==> src/logic/dtcdl_pkg.sv <==
// Package with descriptor layout, field positions and mode encodings
package dtcdl_pkg;
  // Mode word field positions
  localparam int SRC_STEP_POS = 14;
  localparam int DST_STEP_POS = 12;
  localparam int MODE_POS = 10;
  localparam int SIZE_POS = 8;
  localparam int AREA_SEL_POS = 7;
  localparam int CHAIN_POS = 6;
  localparam int IRQ_SEL_POS = 5;
  localparam int NMI_MODE_POS = 4;
  // Descriptor word byte offsets in on-chip RAM
  localparam logic [31:0] DESC_MODE_COUNT_OFF = 32'h0000_0000;
  localparam logic [31:0] DESC_SRC_OFF = 32'h0000_0004;
  localparam logic [31:0] DESC_DST_OFF = 32'h0000_0008;
  localparam logic [31:0] DESC_INIT_OFF = 32'h0000_000c;
  localparam logic [31:0] DESC_BLEN_OFF = 32'h0000_0010;
  localparam logic [31:0] DESC_BYTES = 32'h0000_0014;
  localparam logic [2:0] DESC_LAST_LOAD = 3'h4;
  localparam logic [2:0] DESC_LAST_WBACK = 3'h2;
  // A zero count means the full range
  localparam logic [16:0] FULL_RANGE_16 = 17'h1_0000;
  localparam int FIFO_WIDTH = 32;
  localparam int FIFO_DEPTH = 8;
  // Transfer modes
  typedef enum logic [1:0] {
    XFER_NORMAL = 2'b00,
    XFER_REPEAT = 2'b01,
    XFER_BLOCK = 2'b10,
    XFER_BAD = 2'b11
  } dtcdl_mode_t;
  // Unit sizes
  typedef enum logic [1:0] {
    SIZE_BYTE = 2'b00,
    SIZE_WORD = 2'b01,
    SIZE_LONG = 2'b10,
    SIZE_BAD = 2'b11
  } dtcdl_size_t;
  // Engine states
  typedef enum logic [2:0] {
    ST_IDLE = 3'b000,
    ST_LOAD = 3'b001,
    ST_READ = 3'b010,
    ST_WRITE = 3'b011,
    ST_UPDATE = 3'b100,
    ST_WBACK = 3'b101
  } dtcdl_state_t;
endpackage : dtcdl_pkg

==> src/logic/dtcdl_engine.sv <==
// Descriptor-driven transfer engine with its staging FIFO
// Contract
// - Area-select 0 makes destination the repeat/block area, 1 makes source.
// - Chain-enable 1 loads and runs the next descriptor in the same activation.
// - Chained transfers skip end check, source flag clear and enable clear.
// - Interrupt-select 1 interrupts every transfer; 0 only when the count ends.
// - NMI with NMI-mode 0 stops the transfer; with 1 it runs to completion.
// - Source address is a full 32-bit field.
// - Destination address is a full 32-bit field.
// - Repeat mode initial address holds repeat area start, chosen by area-select.
// - Normal mode count decrements per transfer and ends at zero.
// - Normal count 1 is one transfer, all-ones 65535, zero 65536.
// - Repeat mode: upper count half is reload, lower half counts.
// - Block mode count is 16 bits: 1 one, all-ones 65535, zero 65536.
// - Mode field 00 normal, 01 repeat, 10 block, 11 prohibited.
// - Size field 00 byte, 01 word, 10 longword, 11 prohibited.
// - Address step mode 0x fixed, 10 increment, 11 decrement by size.
// - Block length field gives units per block, zero meaning 65536.

// Synchronous FIFO staging read data ahead of writes
module dtcdl_fifo #(
  parameter int WIDTH = 32,
  parameter int DEPTH = 8
) (
  input wire logic clock,
  input wire logic rst,
  input wire logic in_valid,
  output logic in_ready,
  input wire logic [WIDTH-1:0] in_data,
  output logic out_valid,
  input wire logic out_ready,
  output logic [WIDTH-1:0] out_data
);
  localparam int AW = $clog2(DEPTH);
  logic [WIDTH-1:0] mem_q [DEPTH];
  logic [AW-1:0] wr_ptr_q, wr_ptr_d, rd_ptr_q, rd_ptr_d;
  logic [AW:0] fill_q, fill_d;
  logic push, pop;

  // Handshakes and next pointers
  always_comb begin
    in_ready = (fill_q != (AW+1)'(DEPTH));
    out_valid = (fill_q != '0);
    push = in_valid && in_ready;
    pop = out_valid && out_ready;
    wr_ptr_d = push ? ((wr_ptr_q == AW'(DEPTH - 1)) ? '0 : wr_ptr_q + 1'b1) : wr_ptr_q;
    rd_ptr_d = pop ? ((rd_ptr_q == AW'(DEPTH - 1)) ? '0 : rd_ptr_q + 1'b1) : rd_ptr_q;
    fill_d = fill_q + (AW+1)'(push) - (AW+1)'(pop);
    out_data = mem_q[rd_ptr_q];
  end

  // Pointer and occupancy registers
  always_ff @(posedge clock) begin
    if (rst) begin
      wr_ptr_q <= '0;
      rd_ptr_q <= '0;
      fill_q <= '0;
    end else begin
      wr_ptr_q <= wr_ptr_d;
      rd_ptr_q <= rd_ptr_d;
      fill_q <= fill_d;
    end
  end

  // Storage, one entry per generate step
  for (genvar i = 0; i < DEPTH; i++) begin : g_entry
    always_ff @(posedge clock) begin
      if (push && wr_ptr_q == AW'(i)) begin
        mem_q[i] <= in_data;
      end
    end
  end
endmodule : dtcdl_fifo

// Engine: loads a descriptor, moves data, updates counts, writes back
module dtcdl_engine (
  input wire logic clock,
  input wire logic rst,
  input wire logic act_valid,
  output logic act_ready,
  input wire logic [31:0] act_base,
  input wire logic nmi,
  output logic mem_req,
  output logic mem_we,
  output logic [31:0] mem_addr,
  output logic [1:0] mem_size,
  output logic [31:0] mem_wdata,
  input wire logic mem_ack,
  input wire logic [31:0] mem_rdata,
  output logic cpu_irq,
  output logic clear_source_flag,
  output logic clear_enable_bit,
  output logic nmi_abort,
  output logic done,
  output logic busy
);
  import dtcdl_pkg::*;

  dtcdl_state_t state_q, state_d;
  logic [15:0] mode_q, mode_d, cnt_q, cnt_d, blen_q, blen_d;
  logic [31:0] src_q, src_d, dst_q, dst_d, iar_q, iar_d, area_q, area_d, base_q, base_d;
  logic [2:0] idx_q, idx_d;
  logic [16:0] rd_left_q, rd_left_d, wr_left_q, wr_left_d;
  logic stop_q, stop_d, irq_q, irq_d, clr_src_q, clr_src_d, clr_en_q, clr_en_d;
  logic abort_q, abort_d, done_q, done_d;
  logic fifo_in_ready, fifo_out_valid, fifo_push, fifo_pop;
  logic [31:0] fifo_out_data;
  dtcdl_mode_t xmode;
  logic [31:0] step;
  logic area_src, chain, irq_sel, nmi_cont, end_cnt;
  logic [16:0] units;

  // Size step and address update
  function automatic logic [31:0] next_addr(input logic [31:0] a, input logic [1:0] how,
                                            input logic [31:0] stp);
    if (!how[1]) begin
      next_addr = a;
    end else if (!how[0]) begin
      next_addr = a + stp;
    end else begin
      next_addr = a - stp;
    end
  endfunction : next_addr

  dtcdl_fifo #(
    .WIDTH(FIFO_WIDTH),
    .DEPTH(FIFO_DEPTH)
  ) u_fifo (
    .clock(clock),
    .rst(rst),
    .in_valid(fifo_push),
    .in_ready(fifo_in_ready),
    .in_data(mem_rdata),
    .out_valid(fifo_out_valid),
    .out_ready(fifo_pop),
    .out_data(fifo_out_data)
  );

  // Field decode; mode bits 3..0 are never looked at
  always_comb begin
    xmode = dtcdl_mode_t'(mode_q[MODE_POS +: 2]);
    area_src = mode_q[AREA_SEL_POS];
    chain = mode_q[CHAIN_POS];
    irq_sel = mode_q[IRQ_SEL_POS];
    nmi_cont = mode_q[NMI_MODE_POS];
    unique case (dtcdl_size_t'(mode_q[SIZE_POS +: 2]))
      SIZE_BYTE: step = 32'h0000_0001;
      SIZE_WORD: step = 32'h0000_0002;
      SIZE_LONG: step = 32'h0000_0004;
      default: step = 32'h0000_0001;
    endcase
    // Block length arrives with the last load word; zero means the full range
    units = (mem_rdata[15:0] == 16'h0000) ? FULL_RANGE_16 : {1'b0, mem_rdata[15:0]};
  end

  // Next-state logic for the whole engine
  always_comb begin
    state_d = state_q;
    mode_d = mode_q;
    cnt_d = cnt_q;
    blen_d = blen_q;
    src_d = src_q;
    dst_d = dst_q;
    iar_d = iar_q;
    area_d = area_q;
    base_d = base_q;
    idx_d = idx_q;
    rd_left_d = rd_left_q;
    wr_left_d = wr_left_q;
    stop_d = stop_q;
    irq_d = 1'b0;
    clr_src_d = 1'b0;
    clr_en_d = 1'b0;
    abort_d = 1'b0;
    done_d = 1'b0;
    end_cnt = 1'b0;
    mem_req = 1'b0;
    mem_we = 1'b0;
    mem_addr = 32'h0000_0000;
    mem_size = SIZE_LONG;
    mem_wdata = 32'h0000_0000;
    fifo_push = 1'b0;
    fifo_pop = 1'b0;
    act_ready = (state_q == ST_IDLE);
    unique case (state_q)
      ST_IDLE: begin
        if (act_valid) begin
          base_d = act_base;
          idx_d = 3'h0;
          stop_d = 1'b0;
          state_d = ST_LOAD;
        end
      end
      ST_LOAD: begin
        mem_req = 1'b1;
        mem_addr = base_q + {27'h0, idx_q, 2'b00};
        if (mem_ack) begin
          unique case (idx_q)
            3'h0: begin
              mode_d = mem_rdata[31:16];
              cnt_d = mem_rdata[15:0];
            end
            3'h1: src_d = mem_rdata;
            3'h2: dst_d = mem_rdata;
            3'h3: iar_d = mem_rdata;
            default: blen_d = mem_rdata[15:0];
          endcase
          idx_d = idx_q + 3'h1;
          if (idx_q == DESC_LAST_LOAD) begin
            // Block mode moves a whole block per activation
            rd_left_d = (xmode == XFER_BLOCK) ? units : 17'h0_0001;
            wr_left_d = rd_left_d;
            area_d = area_src ? src_q : dst_q;
            state_d = ST_READ;
          end
        end
      end
      ST_READ: begin
        if (nmi && !nmi_cont) begin
          stop_d = 1'b1;
        end
        if (rd_left_q == 17'h0_0000 || stop_d || !fifo_in_ready) begin
          state_d = ST_WRITE;
        end else begin
          mem_req = 1'b1;
          mem_addr = src_q;
          mem_size = mode_q[SIZE_POS +: 2];
          fifo_push = mem_ack;
          if (mem_ack) begin
            src_d = next_addr(src_q, mode_q[SRC_STEP_POS +: 2], step);
            rd_left_d = rd_left_q - 17'h0_0001;
          end
        end
      end
      ST_WRITE: begin
        if (fifo_out_valid) begin
          mem_req = 1'b1;
          mem_we = 1'b1;
          mem_addr = dst_q;
          mem_size = mode_q[SIZE_POS +: 2];
          mem_wdata = fifo_out_data;
          fifo_pop = mem_ack;
          if (mem_ack) begin
            dst_d = next_addr(dst_q, mode_q[DST_STEP_POS +: 2], step);
            wr_left_d = wr_left_q - 17'h0_0001;
          end
        end else if (stop_q) begin
          abort_d = 1'b1;
          idx_d = 3'h0;
          state_d = ST_WBACK;
        end else begin
          state_d = (wr_left_q == 17'h0_0000) ? ST_UPDATE : ST_READ;
        end
      end
      ST_UPDATE: begin
        unique case (xmode)
          XFER_REPEAT: begin
            cnt_d[7:0] = cnt_q[7:0] - 8'h01;
            if (cnt_d[7:0] == 8'h00) begin
              cnt_d[7:0] = cnt_q[15:8];
              if (area_src) begin
                src_d = iar_q;
              end else begin
                dst_d = iar_q;
              end
            end
          end
          XFER_BLOCK: begin
            cnt_d = cnt_q - 16'h0001;
            end_cnt = (cnt_d == 16'h0000);
            if (area_src) begin
              src_d = area_q;
            end else begin
              dst_d = area_q;
            end
          end
          default: begin
            cnt_d = cnt_q - 16'h0001;
            end_cnt = (cnt_d == 16'h0000);
          end
        endcase
        // Chained transfers skip the end check and both clears
        if (!chain) begin
          irq_d = irq_sel || end_cnt;
          clr_en_d = irq_sel || end_cnt;
          clr_src_d = !(irq_sel || end_cnt);
        end
        idx_d = 3'h0;
        state_d = ST_WBACK;
      end
      ST_WBACK: begin
        mem_req = 1'b1;
        mem_we = 1'b1;
        mem_addr = base_q + {27'h0, idx_q, 2'b00};
        unique case (idx_q)
          3'h0: mem_wdata = {mode_q, cnt_q};
          3'h1: mem_wdata = src_q;
          default: mem_wdata = dst_q;
        endcase
        if (mem_ack) begin
          idx_d = idx_q + 3'h1;
          if (idx_q == DESC_LAST_WBACK) begin
            idx_d = 3'h0;
            if (chain && !stop_q) begin
              base_d = base_q + DESC_BYTES;
              state_d = ST_LOAD;
            end else begin
              done_d = 1'b1;
              state_d = ST_IDLE;
            end
          end
        end
      end
      default: state_d = ST_IDLE;
    endcase
  end

  // State registers; reset clears descriptor contents to zero until loaded
  always_ff @(posedge clock) begin
    if (rst) begin
      state_q <= ST_IDLE;
      mode_q <= 16'h0000;
      cnt_q <= 16'h0000;
      blen_q <= 16'h0000;
      src_q <= 32'h0000_0000;
      dst_q <= 32'h0000_0000;
      iar_q <= 32'h0000_0000;
      area_q <= 32'h0000_0000;
      base_q <= 32'h0000_0000;
      idx_q <= 3'h0;
      rd_left_q <= 17'h0_0000;
      wr_left_q <= 17'h0_0000;
      stop_q <= 1'b0;
      irq_q <= 1'b0;
      clr_src_q <= 1'b0;
      clr_en_q <= 1'b0;
      abort_q <= 1'b0;
      done_q <= 1'b0;
    end else begin
      state_q <= state_d;
      mode_q <= mode_d;
      cnt_q <= cnt_d;
      blen_q <= blen_d;
      src_q <= src_d;
      dst_q <= dst_d;
      iar_q <= iar_d;
      area_q <= area_d;
      base_q <= base_d;
      idx_q <= idx_d;
      rd_left_q <= rd_left_d;
      wr_left_q <= wr_left_d;
      stop_q <= stop_d;
      irq_q <= irq_d;
      clr_src_q <= clr_src_d;
      clr_en_q <= clr_en_d;
      abort_q <= abort_d;
      done_q <= done_d;
    end
  end

  // Registered event outputs
  assign cpu_irq = irq_q;
  assign clear_source_flag = clr_src_q;
  assign clear_enable_bit = clr_en_q;
  assign nmi_abort = abort_q;
  assign done = done_q;
  assign busy = (state_q != ST_IDLE);
endmodule : dtcdl_engine

==> config.mk <==
export PLATFORM = sky130hd
export DESIGN_NAME = dtcdl_engine
export DESIGN_NICKNAME = d
export VERILOG_FILES = /design/src/logic/dtcdl_pkg.sv /design/src/logic/dtcdl_engine.sv
export SDC_FILE = /design/constraint.sdc
export NUM_CORES = 1
export LEC_CHECK = 0
export BUFFER_PORTS_ARGS = -buffer_cell sky130_fd_sc_hd__buf_2
export CAP_MARGIN = 20
export CORE_ASPECT_RATIO = 0.9
export CORE_MARGIN = 4
export CORE_UTILIZATION = 45
export DETAILED_ROUTE_END_ITERATION = 8
export GPL_TIMING_DRIVEN = 0
export MAX_ROUTING_LAYER = met4
export SYNTH_ARGS = -nofsm -noshare
export SYNTH_HDL_FRONTEND = slang
export SYNTH_SLANG_ARGS = --single-unit
==> constraint.sdc <==
create_clock -name clock -period 3.5 [get_ports clock]
set_input_delay 0.35 -clock clock [delete_from_list [all_inputs] [get_ports clock]]
set_output_delay 0.35 -clock clock [all_outputs]
set_load 0.005 [all_outputs]
# Word-level counts from Yosys, hierarchy flattened
# Memory sizes are Yosys's and may differ from the RTL's. A register that Yosys moved wholly into a read port is not among the register bits.
# Cells that the tools add are included.
# W data, S select, Z words.
# totals
inputBits	69
out_inout_bits	75
memories	1
regBits	247
mem_bits_rw	256
# classes
n_bitwise	5
reduce_logical	61
mux	129
eq_ne	47
addsub	15
# mem_list
name	words	width	read_ports	rd_ports_with_merged_regs	write_ports	line	rtl
u_fifo.mem_q	8	32	1	1	1	dtcdl_engine.sv:35	logic [WIDTH-1:0] mem_q [DEPTH];
# op_table
cell	count
$mux W32	33
$pmux W32 S2	5
$pmux W32 S3	3
$reduce_or A32 Y1	7
$mux W17	8
$mux W3	26
$pmux W17 S2	2
$add A32 B32 Y32	2
$sub A32 B32 Y32	2
$ne A2 B2 Y1 const B	19
$mux W1	37
$logic_not A17 Y1	2
$sub A17 B1 Y17 const B	2
$add A32 B5 Y32	1
$add A32 B5 Y32 const B	1
$logic_not A16 Y1	2
$mux W16	2
$pmux W16 S2	1
$eq A3 B3 Y1 const B	8
$mux W8	3
$reduce_and A10 Y1	2
$eq A3 B2 Y1 const B	6
$pmux W3 S6	1
$sub A16 B1 Y16 const B	1
other kinds (35)	81

# Longest topological paths before layout
# Gate-level depths: netlist (run 1).
# logic_depth
ltp_word	20
ltp_mapped	16
mapped_depth_nobuf	16

# Modules after synthesis
# Synthesis (run 1) repeated with hierarchy kept, for this count alone.
# hier_totals
cells_unflattened	2923
area_unflattened_um2	28138.2
# modules_own_cells
module	instances	seq_area_each_um2	cells_per_inst	area_per_inst_um2
dtcdl_engine	1	4744.6	2469	17611.9
dtcdl_fifo	1	7947.6	454	10526.3

# Worst setup path after synthesis (run 1)
# OpenSTA, ideal clock, no wires.
# synth_timing
kind	register to register
from	reg mode_q[14]
to	reg src_q[24]
setup_slack_ns	0.066
t_arrival_ns	3.291
required_time_ns	3.357
path_buffers	0
setup_ns	0.143
stages_incl_launch_ff	14
cell_sequence	dfxtp_1 > inv_1 > a21boi_0 > inv_1 > fa_1 > nand2b_1 > a21o_1 > a211o_1 > nand2_1 > a21boi_0 > o21ai_0 > xor2_1 > a221oi_1 > a211oi_2
# synth_between
elab_chain_cells	5
# synth_lines
item	line	rtl
start, declared	dtcdl_engine.sv:100	logic [15:0] mode_q, mode_d, cnt_q, cnt_d, blen_q, blen_d;
start signal, assigned	dtcdl_engine.sv:341	mode_q <= mode_d;
$mux W32	dtcdl_engine.sv:118	end else if (!how[0]) begin
$mux W32	dtcdl_engine.sv:116	if (!how[1]) begin
$mux W32	dtcdl_engine.sv:229	if (mem_ack) begin
$mux W32	dtcdl_engine.sv:222	if (rd_left_q == 17'h0_0000 || stop_d || !fifo_in_ready) begin
$pmux W32 S3	dtcdl_engine.sv:185	unique case (state_q)
end signal, assigned	dtcdl_engine.sv:344	src_q <= src_d;
end, declared	dtcdl_engine.sv:101	logic [31:0] src_q, src_d, dst_q, dst_d, iar_q, iar_d, area_q, area_d, base_q, base_d;
# Every way passes these cells. The select of a mux whose other input is x is not followed.
# A chain may end at the register's enable or synchronous reset.

# Worst setup path after layout (run 1)
# layout_timing
from	reg rd_left_q[11]
to	out mem_addr[13]
# layout_between
elab_chain_cells	5
# layout_lines
item	line	rtl
start, declared	dtcdl_engine.sv:103	logic [16:0] rd_left_q, rd_left_d, wr_left_q, wr_left_d;
start signal, assigned	dtcdl_engine.sv:350	rd_left_q <= rd_left_d;
$logic_not A17 Y1	dtcdl_engine.sv:222	
$logic_or A1 B1 Y1 (2 in a row)	dtcdl_engine.sv:222	
$mux W32	dtcdl_engine.sv:222	
$pmux W32 S3	dtcdl_engine.sv:185	
end, declared	dtcdl_engine.sv:85	output logic [31:0] mem_addr,
# Every way passes these cells.

==> impl_metrics.ini, run 1 <==
[die]
dieArea_um2 = 65400
die_w_um = 269
die_y_um = 243
io_pins = 144
fp.coreArea_um2 = 60300
fp-row-count = 85
start_util_pct = 45.8

[clock_tree]
numCtsBuffers = 52
cts_tree = built
htreeDepth = 2
clock_latency_ns = 0.63
path_clk_slew_ns = 0.06
cts_buffer_depth = 3
cts_sinks = 506
root_buffer = clkbuf_16

[finish]
fillers = 5458
drive_above_1_share_pct = 17.0
multi_input_area_um2 = 14400
final_net_count = 3244
utilization_pct = 53.4
syn_to_final_growth_pct = 16.6
layout.area.seq_um2 = 12700
stdcell_area_um2 = 32200

[worst_setup_path]
critPathKind = reg -> out
cp-endpoint = mem_addr[13]
arrival_ns = 3.44
r2r_start = state_q[2]
reg2reg_slack_ns = 0.03
startpoint = rd_left_q[11]
reg2reg_to = src_q[6]
start_kind = register
ff2ff_path_depth = 9
critical_path_required_ns = 3.15
endpoint_kind = output port
critPathMaxFanout = 7

[drt]
initialDrtViolationCount = 3169
ant_nets = 0
vias = 25600
drt_pass1_iterations = 6
vias_per_cell = 6.55
drcViolationCount = 0
wire_per_inst_um = 30.0
routed_wirelength_um = 117000

[min_path]
min_from = act_base[0]
hold_class = in -> reg

[job]
cap_violations = 0

[logic_synthesis]
synth_area_um2 = 27600
ys_seq_elements = 506
synthArstFlopShare_pct = 0
synth.largest_area_cell = edfxtp_1
synthCells = 2839
synth_nets = 3007
ys_warn_count = 0
synth_top_area_share_pct = 27.9
synthFlopType = edfxtp_1
syn-mean-instance-area_um2 = 9.72
synth.distinct_cells = 83
synth-edff-count = 256
synth_seq_area_share_pct = 46.0
synth_area_leaders = edfxtp_1, dfxtp_1, mux4_2

[timing]
clock_skew_ns = 0.0355
hold_ws_ns = 0.0256
fmax_mhz = 264
tns_ns = -6.83
rsz0062_at_grt = yes
finalSetupViolCount = 34
worst_pin_slew_ns = 1.23
fin_ws_ns = -0.295
layout_min_cycle_time_ns = 3.79
drv_slew = 0
post-route-period-util_pct = 108
hold_viol = 0
slew_headroom_pct = 18.0

[power]
p_total_mw = 17.7
powerDensity_nw_per_um2 = 551
max-vdd-ir-drop_v = 0.000384
leakage_nw = 11.1

[global_routing]
grt.total_usage_pct = 35.8
grt_pass1_vias = 24100
grt_overflow_total = 0
antenna_found_initial = 6
grt_pass1_wl_um = 167000
grt_max_degree = 34

[place]
placed_area_um2 = 29500
post-dp-hpwl_um = 85600
place.port_buffers = 143
place_congestion = 1.05

[run_status]
status = finished, violations left
violations = negative setup slack
[synthesized netlist by cell type, drive strengths merged, types with 49 or more instances]
cell type / n
a211oi: 110
a21oi: 278
a221oi: 49
clkbuf: 165
dfxtp: 250
edfxtp: 256
ha: 95
inv: 49
mux2i: 71
mux4: 64
nand2: 371
nor2: 275
nor3: 53
o21ai: 151
xnor2: 58
[flip-flops by register name, indices dropped and copies added (netlist names), 4 cells and up, named ones only]
signal and count:
wr_left_q 17, area_q 32, rd_left_q 17, u_fifo.fill_q 4, cnt_q 16, iar_q 32
u_fifo.mem_q 256, src_q 32, mode_q 16, base_q 32, dst_q 32
[per-stage QoR]
| step | setup WS, ns | cells |
|---|---|---|
| floorplan | 0.0661 | 2839 |
| global route | -0.352 | 3906 |
| finish | -0.295 | 3907 |
| global placement | -1.32 | 3765 |
| detailed placement | -0.855 | 3775 |
| CTS | -0.276 | 3891 |
[what timing repair did]
item | 4_1_cts | 5_1_grt
setup buffers | 20 | 11
pin swaps | 24 | 26
hold endpoints to repair | 3 | 0
hold buffers | 3 | 0
gates cloned | 1 | 0
resized for setup | 141 | 83
endpoints found under the setup margin | 150 | 126
[metal layers]
metal | vias to the layer above | track usage (%) | wire [µm]
li1 | 11100 | - | -
met1 | 12600 | 49.6 | 49300
met2 | 1500 | 51.1 | 49700
met3 | 345 | 8.16 | 11900
met4 | 0 | 14.3 | 6240
met5 | - | - | 0
[layout by cell type (no fill, tap or decap), types with 44 or more instances in the layout]
| cell | count |
|---|---|
| nand2_1 | 367 |
| nor2_1 | 269 |
| a21oi_1 | 269 |
| edfxtp_1 | 256 |
| dfxtp_1 | 242 |
| buf_2 | 153 |
| clkbuf_1 | 138 |
| o21ai_0 | 124 |
| ha_1 | 92 |
| a211oi_1 | 84 |
| mux2i_1 | 71 |
| mux4_2 | 64 |
| xnor2_1 | 57 |
| clkbuf_16 | 53 |
| nor3_1 | 48 |
| inv_1 | 46 |
| nand3_1 | 45 |
| a221oi_1 | 44 |
[cells by family (layout without fill, tap and decap cells)]
logic type | Yosys count | in the layout | synth area share (%)
XOR/XNOR | 92 | 92 | 2.92
AO/OA/AOI/OAI | 865 | 865 | 20.8
buffers and inverters | 245 | 525 | 3.55
adder cells (fa/ha/maj) | 99 | 99 | 4.60
AND/OR/NAND/NOR | 895 | 895 | 14.2
flip-flops | 506 | 506 | 46.0
other | 0 | 5 | 0
multiplexers | 137 | 137 | 7.88
[worst max-delay path, cell delays in order, from the launching register on]
cell and delay, ns:
dfxtp_2 0.32, or3_4 0.38, or4_4 0.42, or3_4 0.37, o31ai_4 0.25, nor2_4 0.14
buf_12 0.16, buf_4 0.12, buf_6 0.12, a22oi_2 0.27, o21ai_2 0.11, buf_2 0.14
[layout make-up]
class                   instances  area share [%]
diodes                          5          0.0389
inverters                      49           0.591
clock inverters                22           0.657
well taps                     783            3.04
multi-input cells            2088            44.8
plain buffers                 190            2.79
clock buffers                  75            4.68
repair buffers                189            3.93
flip-flops and latches        506            39.5
[report_power, final]
part	internal, mW	total (mW)	leakage (nW)	switching, mW
combinational	1.56	4.65	5.94	3.09
sequential	6.54	7.38	4.33	0.841
clock	3.22	5.70	0.853	2.48
total	11.3	17.7	11.1	6.41
[worst min-delay path by stage]
stage	slack [ns]	endpoint	cells past startpoint
floorplan	0.43	base_q[0]	2
global placement	0.44	iar_q[11]	2
detailed placement	0.45	iar_q[15]	2
CTS	0.009	base_q[0]	3
global route	0.05	base_q[0]	3
finish	0.03	base_q[0]	3
Note: power is estimated with default switching activity, not from simulation.
==> run 2, diff against run 1 <==
--- a/config.mk
+++ b/config.mk
@@ -5,14 +5,15 @@
 export SDC_FILE = /design/constraint.sdc
 export NUM_CORES = 1
 export LEC_CHECK = 0
-export BUFFER_PORTS_ARGS = -buffer_cell sky130_fd_sc_hd__buf_2
 export CAP_MARGIN = 20
 export CORE_ASPECT_RATIO = 0.9
 export CORE_MARGIN = 4
 export CORE_UTILIZATION = 45
 export DETAILED_ROUTE_END_ITERATION = 8
+export DONT_BUFFER_PORTS = 1
 export GPL_TIMING_DRIVEN = 0
 export MAX_ROUTING_LAYER = met4
+export SKIP_LAST_GASP = 1
 export SYNTH_ARGS = -nofsm -noshare
 export SYNTH_HDL_FRONTEND = slang
 export SYNTH_SLANG_ARGS = --single-unit
==> constraint.sdc (replaced) <==
create_clock -name clock -period 3.4 [get_ports clock]
set_input_delay 0.34 -clock clock [delete_from_list [all_inputs] [get_ports clock]]
set_output_delay 0.34 -clock clock [all_outputs]
set_load 0.005 [all_outputs]
==> impl_metrics.ini, run 2 (synthesized netlist as in run 1, its figures left out) <==
[timing]
fmax_mhz = 271
tns_ns = -5.74
hold_viol = 2
hold_ws_ns = -0.0170
fin_ws_ns = -0.295
clock_skew_ns = 0.0237
slew_headroom_pct = 18.9
drv_slew = 0
rsz0062_at_grt = yes
worst_pin_slew_ns = 1.22
finalSetupViolCount = 35
layout_min_cycle_time_ns = 3.70
post-route-period-util_pct = 109

[die]
fp-row-count = 85
dieArea_um2 = 65400
start_util_pct = 45.8
fp.coreArea_um2 = 60300
die_y_um = 243
die_w_um = 269
io_pins = 144

[min_path]
hold_class = in -> reg

[place]
post-dp-hpwl_um = 85300
place_congestion = 1.06
place.port_buffers = 0

[worst_setup_path]
critical_path_required_ns = 3.06
arrival_ns = 3.36
critPathMaxFanout = 9
endpoint_kind = output port
critPathKind = reg -> out
start_kind = register

[clock_tree]
cts_buffer_depth = 3
path_clk_slew_ns = 0.06
htreeDepth = 2
root_buffer = clkbuf_16
clock_latency_ns = 0.64
cts_tree = built
numCtsBuffers = 55
cts_sinks = 506

[finish]
final_common_cell = nand2_1
drive_above_1_share_pct = 13.7
final_net_count = 3170
largest_reg_flops = 256
fillers = 5392
layout_common_cells = nand2_1, a21oi_1, nor2_1
utilization_pct = 53.7
regMostFlops = u_fifo.mem_q
syn_to_final_growth_pct = 17.3

[power]
leakage_nw = 10.8
max-vdd-ir-drop_v = 0.000401
p_total_mw = 18.4
powerDensity_nw_per_um2 = 569

[drt]
initialDrtViolationCount = 3483
routed_wirelength_um = 121000
vias_per_cell = 6.73
ant_nets = 0
wire_per_inst_um = 31.5
vias = 25900
drt_pass1_iterations = 9
drcViolationCount = 0

[global_routing]
grt_pass1_vias = 23700
grt_pass1_wl_um = 170000
antenna_found_initial = 9
grt_max_degree = 31
grt_overflow_total = 0
grt.total_usage_pct = 37.0

[run_status]
violations = negative hold slack, negative setup slack
status = finished, violations left

[job]
cap_violations = 0
run 2: final cells by class:
| cell class | count | area (µm²) | area share (%) |
|---|---|---|---|
| multi-input combinational | 2088 | 14600 | 45.1 |
| sequential | 506 | 12700 | 39.3 |
| clock buffer | 73 | 1530 | 4.71 |
| timing repair buffer | 110 | 1160 | 3.59 |
| tap | 783 | 980 | 3.03 |
| buffer | 192 | 922 | 2.85 |
| clock inverter | 30 | 256 | 0.792 |
| inverter | 49 | 199 | 0.614 |
| antenna | 13 | 32.5 | 0.100 |
run 2: layer usage:
metal	vias up	track usage, %	part of all wire (%)
li1	11000	-	-
met1	12800	50.6	41
met2	1680	53.4	42
met3	429	7.87	11
met4	0	15.7	6.2
met5	-	-	0
run 2: critical path: stages (launching register included):
cell and delay (ns):
dfxtp_1 0.31, or3_4 0.38, or4_4 0.43, or3_4 0.36, o31ai_4 0.25, nor2_4 0.08
buf_6 0.15, buf_12 0.15, a222oi_1 0.47, inv_1 0.13
run 2: path summary, 6_finish.rpt:
check	start	endpoint	slack, ns	depth (start not counted)
worst min-delay path	mem_rdata[22]	src_q[22]	-0.02	2
worst min register to register	iar_q[22]	iar_q[22]	0.46	2
worst max-delay path	rd_left_q[11]	mem_addr[3]	-0.30	9
worst max register to register	cnt_q[0]	dst_q[6]	-0.02	12
run 2: per-stage QoR:
stage	setup WS [ns]	instance area (µm²)	hold WS, ns	std cells
after floorplan	0.0108	27600	0.431	2839
after global placement	-1.13	28600	0.440	3622
after detailed placement	-0.898	28800	0.440	3631
after CTS	-0.280	32000	0.00178	3821
after global routing	-0.310	32400	0.00168	3840
final	-0.295	32400	-0.0170	3844
run 2: report_power, final:
| part | switching, mW | internal (mW) |
|---|---|---|
| combinational | 3.24 | 1.62 |
| clock | 2.64 | 3.38 |
| sequential | 0.807 | 6.73 |
| total | 6.68 | 11.7 |
run 2: what timing repair did:
| item | in CTS | in global routing |
|---|---|---|
| endpoints found under the setup margin | 160 | 144 |
| hold buffers | 69 | 1 |
| setup buffers | 22 | 9 |
| pin swaps | 35 | 52 |
| resized for setup | 168 | 98 |
| endpoints found under the hold margin | 368 | 1 |
